`config.mk`:
```
export PLATFORM = sky130hd
export DESIGN_NAME = cca_counter_regs
export DESIGN_NICKNAME = d
export VERILOG_FILES = /design/src/cca_pkg.sv /design/src/cca_channel.sv /design/src/cca_counter_regs.sv
export VERILOG_INCLUDE_DIRS = /design/src
export SDC_FILE = /design/constraint.sdc
export NUM_CORES = 1
export LEC_CHECK = 0
export BUFFER_PORTS_ARGS = -buffer_cell sky130_fd_sc_hd__buf_2
export CAP_MARGIN = 20
export CORE_ASPECT_RATIO = 1.75
export CORE_MARGIN = 1
export CORE_UTILIZATION = 56
export CTS_CLUSTER_DIAMETER = 40
export DETAILED_ROUTE_END_ITERATION = 16
export PLACE_DENSITY = 0.87
export SKIP_CTS_REPAIR_TIMING = 1
export SYNTH_ARGS = -nofsm -noshare
export SYNTH_HDL_FRONTEND = slang
export SYNTH_HIERARCHICAL = 1
export SYNTH_SLANG_ARGS = --single-unit
```
`constraint.sdc`:
```
create_clock -name mclk -period 3.3 [get_ports mclk]
set_input_delay 0.66 -clock mclk [delete_from_list [all_inputs] [get_ports mclk]]
set_output_delay 0.66 -clock mclk [all_outputs]
set_load 0.03 [all_outputs]
```
`src/cca_regs.svh`:
```
// Addresses, field positions and reset values of the counter array registers.
// Assumes inclusion by bare name from the package and the design modules.
`ifndef CCA_REGS_SVH
`define CCA_REGS_SVH

`define CCA_NUM_CH         6
`define CCA_BYTE_RESET     8'h00
`define CCA_WORD_RESET     16'h0000

`define CCA_COUNTER_LOW    8'hf9
`define CCA_COUNTER_HIGH   8'hfa

`define CCA_CAPTURE_LOW_M0  8'hfb
`define CCA_CAPTURE_HIGH_M0 8'hfc
`define CCA_CAPTURE_LOW_M1  8'he9
`define CCA_CAPTURE_HIGH_M1 8'hea
`define CCA_CAPTURE_LOW_M2  8'heb
`define CCA_CAPTURE_HIGH_M2 8'hec
`define CCA_CAPTURE_LOW_M3  8'hed
`define CCA_CAPTURE_HIGH_M3 8'hee
`define CCA_CAPTURE_LOW_M4  8'hfd
`define CCA_CAPTURE_HIGH_M4 8'hfe
`define CCA_CAPTURE_LOW_M5  8'hce
`define CCA_CAPTURE_HIGH_M5 8'hcf

`define CCA_MODE_M0        8'hda
`define CCA_MODE_M1        8'hdb
`define CCA_MODE_M2        8'hdc
`define CCA_MODE_M3        8'hdd
`define CCA_MODE_M4        8'hde
`define CCA_MODE_M5        8'hdf

`define CCA_MODE_WIDE_PWM  7
`define CCA_MODE_CMP_EN    6

`define CCA_WATCHDOG_CH    5

`endif

```
`src/cca_pkg.sv`:
```
// Types shared by the counter array register logic.
// Assumes nothing beyond the constants header.
`include "cca_regs.svh"

package cca_pkg;

   typedef struct packed {
      logic       rd;
      logic       wr;
      logic [7:0] addr;
      logic [7:0] wdata;
   } cca_sfr_s;

   typedef struct packed {
      logic [15:0] cmp;
      logic [15:0] reload;
      logic [7:0]  mode;
   } cca_chan_state_s;

   typedef struct packed {
      logic [15:0] counter;
      logic [7:0]  snapshot;
      logic [7:0]  rdata;
   } cca_top_state_s;

endpackage

```
`src/cca_channel.sv`:
```
// One capture/compare module: compare value, auto-reload value and mode byte.
// Assumes a single-cycle special-function-register request on mclk.
`timescale 1ns/100ps
`include "cca_regs.svh"

module cca_channel #(
   parameter logic [7:0] LOW_ADDR  = `CCA_CAPTURE_LOW_M0,
   parameter logic [7:0] HIGH_ADDR = `CCA_CAPTURE_HIGH_M0,
   parameter logic [7:0] MODE_ADDR = `CCA_MODE_M0,
   parameter bit         LOCKABLE  = 1'b0
) (
   input  wire logic              mclk,
   input  wire logic              srst,
   input  wire cca_pkg::cca_sfr_s bus,
   input  wire logic              auto_reload_select,
   input  wire logic              watchdog_enable,
   output logic                   rd_hit,
   output logic [7:0]             rd_data,
   output logic [15:0]            capture_compare_value,
   output logic [15:0]            reload_value,
   output logic [7:0]             mode
);
   import cca_pkg::*;

   cca_chan_state_s st;
   cca_chan_state_s next_st;
   logic            low_wr;
   logic            high_wr;
   logic            mode_wr;

   assign low_wr  = bus.wr && (bus.addr == LOW_ADDR);
   assign high_wr = bus.wr && (bus.addr == HIGH_ADDR);
   assign mode_wr = bus.wr && (bus.addr == MODE_ADDR);

   always_comb begin
      next_st = st;
      if (low_wr) begin
         if (auto_reload_select) begin
            next_st.reload[7:0] = bus.wdata;
         end else begin
            next_st.cmp[7:0] = bus.wdata;
            next_st.mode[`CCA_MODE_CMP_EN] = 1'b0;
         end
      end
      if (high_wr) begin
         if (auto_reload_select) begin
            next_st.reload[15:8] = bus.wdata;
         end else begin
            next_st.cmp[15:8] = bus.wdata;
            next_st.mode[`CCA_MODE_CMP_EN] = 1'b1;
         end
      end
      // The watchdog channel ignores mode byte writes while the watchdog runs; compare byte writes still move bit 6.
      if (mode_wr && !(LOCKABLE && watchdog_enable)) begin
         next_st.mode = bus.wdata;
      end
   end

   always_ff @(posedge mclk) begin
      if (srst) begin
         st <= '{cmp: `CCA_WORD_RESET, reload: `CCA_WORD_RESET, mode: `CCA_BYTE_RESET};
      end else begin
         st <= next_st;
      end
   end

   always_comb begin
      rd_hit  = bus.rd && (bus.addr == LOW_ADDR || bus.addr == HIGH_ADDR
                           || bus.addr == MODE_ADDR);
      rd_data = `CCA_BYTE_RESET;
      if (bus.rd && bus.addr == LOW_ADDR) begin
         rd_data = auto_reload_select ? st.reload[7:0] : st.cmp[7:0];
      end else if (bus.rd && bus.addr == HIGH_ADDR) begin
         rd_data = auto_reload_select ? st.reload[15:8] : st.cmp[15:8];
      end else if (bus.rd && bus.addr == MODE_ADDR) begin
         rd_data = st.mode;
      end
   end

   assign capture_compare_value = st.cmp;
   assign reload_value          = st.reload;
   assign mode                  = st.mode;
endmodule

```
`src/cca_counter_regs.sv`:
```
// Register logic of a 16-bit counter array with six capture/compare modules.
// Assumes the core's special-function-register bus on mclk: one request per
// cycle, read data registered and valid in the cycle after the read strobe.
`timescale 1ns/100ps
`include "cca_regs.svh"

// What this block does
// - A counter high byte read returns a snapshot that only a low byte read refreshes.
// - Counter high byte writes are dropped while the watchdog is enabled.
// - Each of six modules holds a 16-bit compare value in two bytes, reset to zero.
// - With auto-reload select set, the module low byte address reaches the reload low byte.
// - With auto-reload select set, the module high byte address reaches the reload high byte.
// - A write to a module low compare byte clears its comparator enable.
// - A write to a module high compare byte sets its comparator enable.
// - Counter low byte writes are dropped while the watchdog is enabled.
// - Mode bit 6 is the comparator enable of its module.
// - Mode bit 7 picks 16-bit PWM when 1 and 8 to 11-bit PWM when 0.
module cca_counter_regs (
   input  wire logic              mclk,
   input  wire logic              srst,
   input  wire cca_pkg::cca_sfr_s sfr,
   input  wire logic              count_run,
   input  wire logic              auto_reload_select,
   input  wire logic              watchdog_enable,
   output logic [7:0]             sfr_rdata,
   output logic [15:0]            counter_value,
   output logic [7:0]             counter_snapshot,
   output logic [5:0]             comparator_enable,
   output logic [5:0]             wide_pwm_select,
   output logic [95:0]            capture_compare_values,
   output logic [95:0]            reload_values
);
   import cca_pkg::*;

   localparam int NCH = `CCA_NUM_CH;

   localparam logic [7:0] LOW_ADDRS [NCH] = '{
      `CCA_CAPTURE_LOW_M0, `CCA_CAPTURE_LOW_M1, `CCA_CAPTURE_LOW_M2,
      `CCA_CAPTURE_LOW_M3, `CCA_CAPTURE_LOW_M4, `CCA_CAPTURE_LOW_M5
   };
   localparam logic [7:0] HIGH_ADDRS [NCH] = '{
      `CCA_CAPTURE_HIGH_M0, `CCA_CAPTURE_HIGH_M1, `CCA_CAPTURE_HIGH_M2,
      `CCA_CAPTURE_HIGH_M3, `CCA_CAPTURE_HIGH_M4, `CCA_CAPTURE_HIGH_M5
   };
   localparam logic [7:0] MODE_ADDRS [NCH] = '{
      `CCA_MODE_M0, `CCA_MODE_M1, `CCA_MODE_M2,
      `CCA_MODE_M3, `CCA_MODE_M4, `CCA_MODE_M5
   };

   cca_top_state_s st;
   cca_top_state_s next_st;

   logic [NCH-1:0] ch_hit;
   logic [7:0]     ch_data [NCH];
   logic [7:0]     ch_mode [NCH];
   logic           low_rd;
   logic           high_rd;
   logic           low_wr;
   logic           high_wr;
   logic           any_ch_hit;
   logic [7:0]     ch_rdata;

   assign low_rd  = sfr.rd && (sfr.addr == `CCA_COUNTER_LOW);
   assign high_rd = sfr.rd && (sfr.addr == `CCA_COUNTER_HIGH);
   assign low_wr  = sfr.wr && (sfr.addr == `CCA_COUNTER_LOW);
   assign high_wr = sfr.wr && (sfr.addr == `CCA_COUNTER_HIGH);

   genvar g;
   generate
      for (g = 0; g < NCH; g++) begin : gen_ch
         cca_channel #(
            .LOW_ADDR  (LOW_ADDRS[g]),
            .HIGH_ADDR (HIGH_ADDRS[g]),
            .MODE_ADDR (MODE_ADDRS[g]),
            .LOCKABLE  (g == `CCA_WATCHDOG_CH)
         ) u_ch (
            .mclk                  (mclk),
            .srst                  (srst),
            .bus                   (sfr),
            .auto_reload_select    (auto_reload_select),
            .watchdog_enable       (watchdog_enable),
            .rd_hit                (ch_hit[g]),
            .rd_data               (ch_data[g]),
            .capture_compare_value (capture_compare_values[16*g +: 16]),
            .reload_value          (reload_values[16*g +: 16]),
            .mode                  (ch_mode[g])
         );
         assign comparator_enable[g] = ch_mode[g][`CCA_MODE_CMP_EN];
         assign wide_pwm_select[g]   = ch_mode[g][`CCA_MODE_WIDE_PWM];
      end
   endgenerate

   // Only one channel can claim an address, so an OR of the gated bytes is a mux.
   always_comb begin
      ch_rdata   = `CCA_BYTE_RESET;
      any_ch_hit = |ch_hit;
      for (int i = 0; i < NCH; i++) begin
         ch_rdata = ch_rdata | ch_data[i];
      end
   end

   always_comb begin
      next_st = st;
      if (count_run) begin
         next_st.counter = st.counter + 16'h0001;
      end
      // A software write replaces its byte of the count, but never while the watchdog runs.
      if (low_wr && !watchdog_enable) begin
         next_st.counter[7:0] = sfr.wdata;
      end
      if (high_wr && !watchdog_enable) begin
         next_st.counter[15:8] = sfr.wdata;
      end
      if (low_rd) begin
         next_st.snapshot = st.counter[15:8];
      end
      if (low_rd) begin
         next_st.rdata = st.counter[7:0];
      end else if (high_rd) begin
         next_st.rdata = st.snapshot;
      end else if (any_ch_hit) begin
         next_st.rdata = ch_rdata;
      end else begin
         next_st.rdata = `CCA_BYTE_RESET;
      end
   end

   always_ff @(posedge mclk) begin
      if (srst) begin
         st <= '{counter: `CCA_WORD_RESET, snapshot: `CCA_BYTE_RESET,
                 rdata: `CCA_BYTE_RESET};
      end else begin
         st <= next_st;
      end
   end

   assign sfr_rdata        = st.rdata;
   assign counter_value    = st.counter;
   assign counter_snapshot = st.snapshot;

   // The same byte-level checks for every module, seen from the top outputs.
   for (genvar k = 0; k < NCH; k++) begin : gen_chk

   end
endmodule

```
==> summary.md <==
| Metric | Value |
|---|---|
| Cell count after synthesis | `1333` |
| Drt first pass iters | `6` |
| Int Pwr | `~5.3 mW` |
| Startpoint types | `input pin` |
| Worst-path cell chain | `buf_2, buf_4, nand4b_4, nor3_1, a221oi_1, a21oi_1, nor4_1, nand2_1, a32oi_1, nor3_1` |
| Number of enable flip-flop cells after synthesis | `0` |
| Power density of the placed cells | `444.8 mW/mm²` |
| Slowest stage cell on the critical path | `nor3_1` |
| Worst Setup Path Type | `in -> reg` |
| Synth Warn # | `6` |
| Clock Latency Late Sink | `between 500 and 600 ps` |
| DRC | `0` |
| Final Net Count | `roughly 1600` |
| ANT cells | `0` |
| Setup WS post-layout | `between 500 and 600 ps` |
| Switching Power | `around 1.6 mW` |
| Htree depth | `1` |
| Dpl cells | `around 1900` |
| Largest net degree at the start of global routing | `89` |
| FF+latch count, synth | `roughly 270` |
| First-pass GRT wire length | `between 60000 and 70000 µm` |
| DRT Wirelength | `about 41000 µm` |
| Area of the die | `~0.024 mm²` |
| Mapped cell area | `0.01299 mm²` |
| Clk sinks | `approximately 270` |
| 1st-iter DRT viols | `between 900 and 1000` |
| Syn_nets | `between 1000 and 1500` |
| GP Congestion | `0.9716` |
| Finish-stage setup viols | `0` |
| Outcome | `finished, final reports clean` |
| Seq/Total Area, Yosys | `41.91%` |
| Sequential Power Share | `a little under half` |
| Total global-route track usage | `34.22%` |
| Routed Antenna Nets | `0` |
| Comb power frac | `5.4%` |
| CP arrival | `3180 ps` |
| Fin cells | `between 1500 and 2000` |
| Tmin final | `roughly 2700 ps` |
| Slowest stage delay, CP | `~660 ps` |
| Synth cell types | `68` |
| Vias in the first global route | `11145` |
| Met2 WL | `between 20000 and 25000 µm` |
| Hold crit path type | `reg -> reg` |
| CP endpoint kind | `flop` |
| Dpl hpwl | `28290 µm` |
| Met3 wire length | `between 3000 and 4000 µm` |
| Worst-margin pin slew | `roughly 940 ps` |
| Vias per cell | `6.143` |
| Wire length on met1 | `about 15000 µm` |
| I/O Pins | `~260` |
| Fin. max-slew vios | `0` |
| Clk root buf | `clkbuf_16` |
| Die Height | `roughly 200 µm` |
| Asr flop ratio synth | `0%` |
| Placeable core region | `0.02274 mm²` |
| Final worst-path cycle share | `between 80% and 90%` |
| Syn Area/Cell | `~9.7 µm²` |
| Starting density of the core | `a little under three fifths` |
| Maximum vdd drop | `~0.34 mV` |
| Max Freq | `0.3690 GHz` |
| MaxCap Viol Count | `0` |
| DR top layer | `met5` |
| Initial antenna violation count | `1` |
| RSZ-0062 raised after global routing | `no` |
| GR Overflow Total | `0` |
| Place WS | `302.1 ps` |
| WL per Instance | `21.78 µm` |
| Slew margin rel. | `37.18%` |
| WP data required | `approximately 3800 ps` |
| Most common cell after layout, fill and taps aside | `mux2i_1` |
| Clock power share | `a little under half` |
| Synth Flop Type | `dfxtp_1` |
| Crit path top cell by count | `nor3_1` |
| Row Count | `73` |
| Hold Fails Final Rpt | `0` |
| Port buffer count | `258` |
| Via count | `between 10000 and 15000` |
| Worst Skew | `between 7 and 8 ps` |
| Clk slew on worst S/H paths | `approximately 70 ps` |
| Switching share of power | `approximately 23%` |
| Bufs on Longest Clock Path | `3` |
| Commonest cells after routing, fill and taps aside | `292 x mux2i_1, 279 x nor2_1, 272 x dfxtp_1` |
| Area Growth Syn to Fin | `19.45%` |
| Setup TNS | `0 ps` |
| Horiz. Die Dim | `roughly 120 µm` |
| Number of buffers inserted during clock tree synthesis | `26` |
| CTS tree | `built` |
| Fraction of layout cells with a size suffix above 1 | `between 20% and 30%` |
| Max FO, Critical Path | `16` |
| Lkg Pwr | `6.981 nW` |
-- cell usage after synthesis (3+ instances only) --
| master | instances | share of area (%) |
|---|---|---|
| nand4_1 | 5 | 0.24 |
| nor3_1 | 18 | 0.69 |
| a32oi_1 | 8 | 0.54 |
| nand3_2 | 3 | 0.23 |
| nor4_4 | 6 | 0.98 |
| nor2_1 | 279 | 8.1 |
| a211oi_2 | 6 | 0.58 |
| buf_2 | 26 | 1.0 |
| a211oi_1 | 18 | 1.0 |
| nor2b_1 | 3 | 0.14 |
| a211o_1 | 3 | 0.20 |
| nand3b_1 | 4 | 0.23 |
| nor4_1 | 14 | 0.67 |
| nand4b_1 | 3 | 0.20 |
| nand4b_4 | 4 | 0.73 |
| or4_1 | 7 | 0.40 |
| inv_1 | 10 | 0.29 |
| nor4b_1 | 8 | 0.54 |
| clkbuf_1 | 36 | 1.0 |
| nand2b_1 | 6 | 0.29 |
| a22oi_1 | 8 | 0.46 |
| and4_1 | 3 | 0.20 |
| and4b_1 | 3 | 0.23 |
| dfxtp_1 | 272 | 42 |
| xnor2_1 | 11 | 0.74 |
| buf_6 | 7 | 0.61 |
| o22ai_1 | 16 | 0.77 |
| a21oi_2 | 3 | 0.20 |
| nand4_4 | 4 | 0.65 |
| a221oi_1 | 24 | 1.6 |
| nand3_1 | 11 | 0.42 |
| nor3_2 | 8 | 0.62 |
| nor4_2 | 6 | 0.58 |
| a21oi_1 | 60 | 2.3 |
| a21o_1 | 8 | 0.46 |
| mux2i_1 | 292 | 22 |
| nor3_4 | 4 | 0.50 |
| buf_4 | 4 | 0.23 |
| nand2_1 | 51 | 1.5 |
| mux2_2 | 32 | 2.8 |
| buf_1 | 3 | 0.087 |
| xor2_1 | 5 | 0.34 |
-- power groups by stage --
stage | Clock (mW) | Combinational (mW) | Sequential (mW)
2_1_floorplan | 0 | 0.178 | 3.38
3_3_place_gp | 0 | 0.355 | 3.37
3_5_place_dp | 0 | 0.359 | 3.37
4_1_cts | 3.25 | 0.362 | 3.29
5_1_grt | 3.37 | 0.384 | 3.29
6_report | 3.24 | 0.370 | 3.29
-- layout make-up --
cell class	count	area (µm²)
clock buffers	36	759.5
clock inverters	10	165.2
fillers	1691	7226
inverters	11	41.29
multi-input cells	973	7123
flip-flops and latches	272	5445
well taps	300	375.4
repair buffers	294	1608
-- logic make-up (layout without fill, tap and decap cells) --
family                     count (synthesis)  in the layout  synth area share [%]
adders and majority gates                  1              1               0.09630
AOI/OAI and AO/OA                        161            161                 8.630
xor gates and xnor gates                  16             16                 1.079
muxes                                    324            324                 25.27
and+or+nand+nor                          471            471                 19.66
buffers and inverters                     88            351                 3.352
DFF                                      272            272                 41.91
-- stage by stage --
| step | util (%) | cell area [µm²] | power, mW | hold slack (ps) |
|---|---|---|---|---|
| floorplan | - | 12990 | 3.555 | 432.2 |
| global placement | 64.16 | 14590 | 3.724 | 438.0 |
| detailed placement | 64.16 | 14590 | 3.728 | 447.6 |
| CTS | 68.23 | 15520 | 6.902 | 456.3 |
| global route | 68.23 | 15520 | 7.049 | 479.3 |
| finish | 68.23 | 15520 | 6.902 | 455.7 |
-- flip-flops by register name (all words and copies together) (netlist names), named ones only --
signal,cells
gen_ch.u_ch/reload_value,96
counter_snapshot,8
sfr_rdata,8
counter_value,16
gen_ch.u_ch/mode,42
gen_ch.u_ch/capture_compare_value,96
-- per-layer routing --
| metal | track usage (%) | vias up |
|---|---|---|
| li1 | - | 5292 |
| met1 | 39.07 | 5576 |
| met2 | 56.83 | 605 |
| met3 | 5.795 | 173 |
| met4 | 24.50 | 2 |
| met5 | 0 | - |
-- final timing paths --
kind                                                      from                endpoint  slack [ps]  cells after the start
worst max-delay path                                    sfr[8]            sfr_rdata[1]         590                     10
worst max register to register  gen_ch[4].u_ch/reload_value[9]            sfr_rdata[1]        1200                      7
worst min-delay path                    gen_ch[5].u_ch/mode[4]  gen_ch[5].u_ch/mode[4]         460                      2
worst min register to register          gen_ch[5].u_ch/mode[4]  gen_ch[5].u_ch/mode[4]         460                      2
-- critical path: cells and delay by family --
kind / cells / cell delay, ps
AO/OA/AOI/OAI: 3 / 820
buffers and inverters: 2 / 390
AND/OR/NAND/NOR: 5 / 1330
Note: power is estimated with default switching activity, not from simulation.
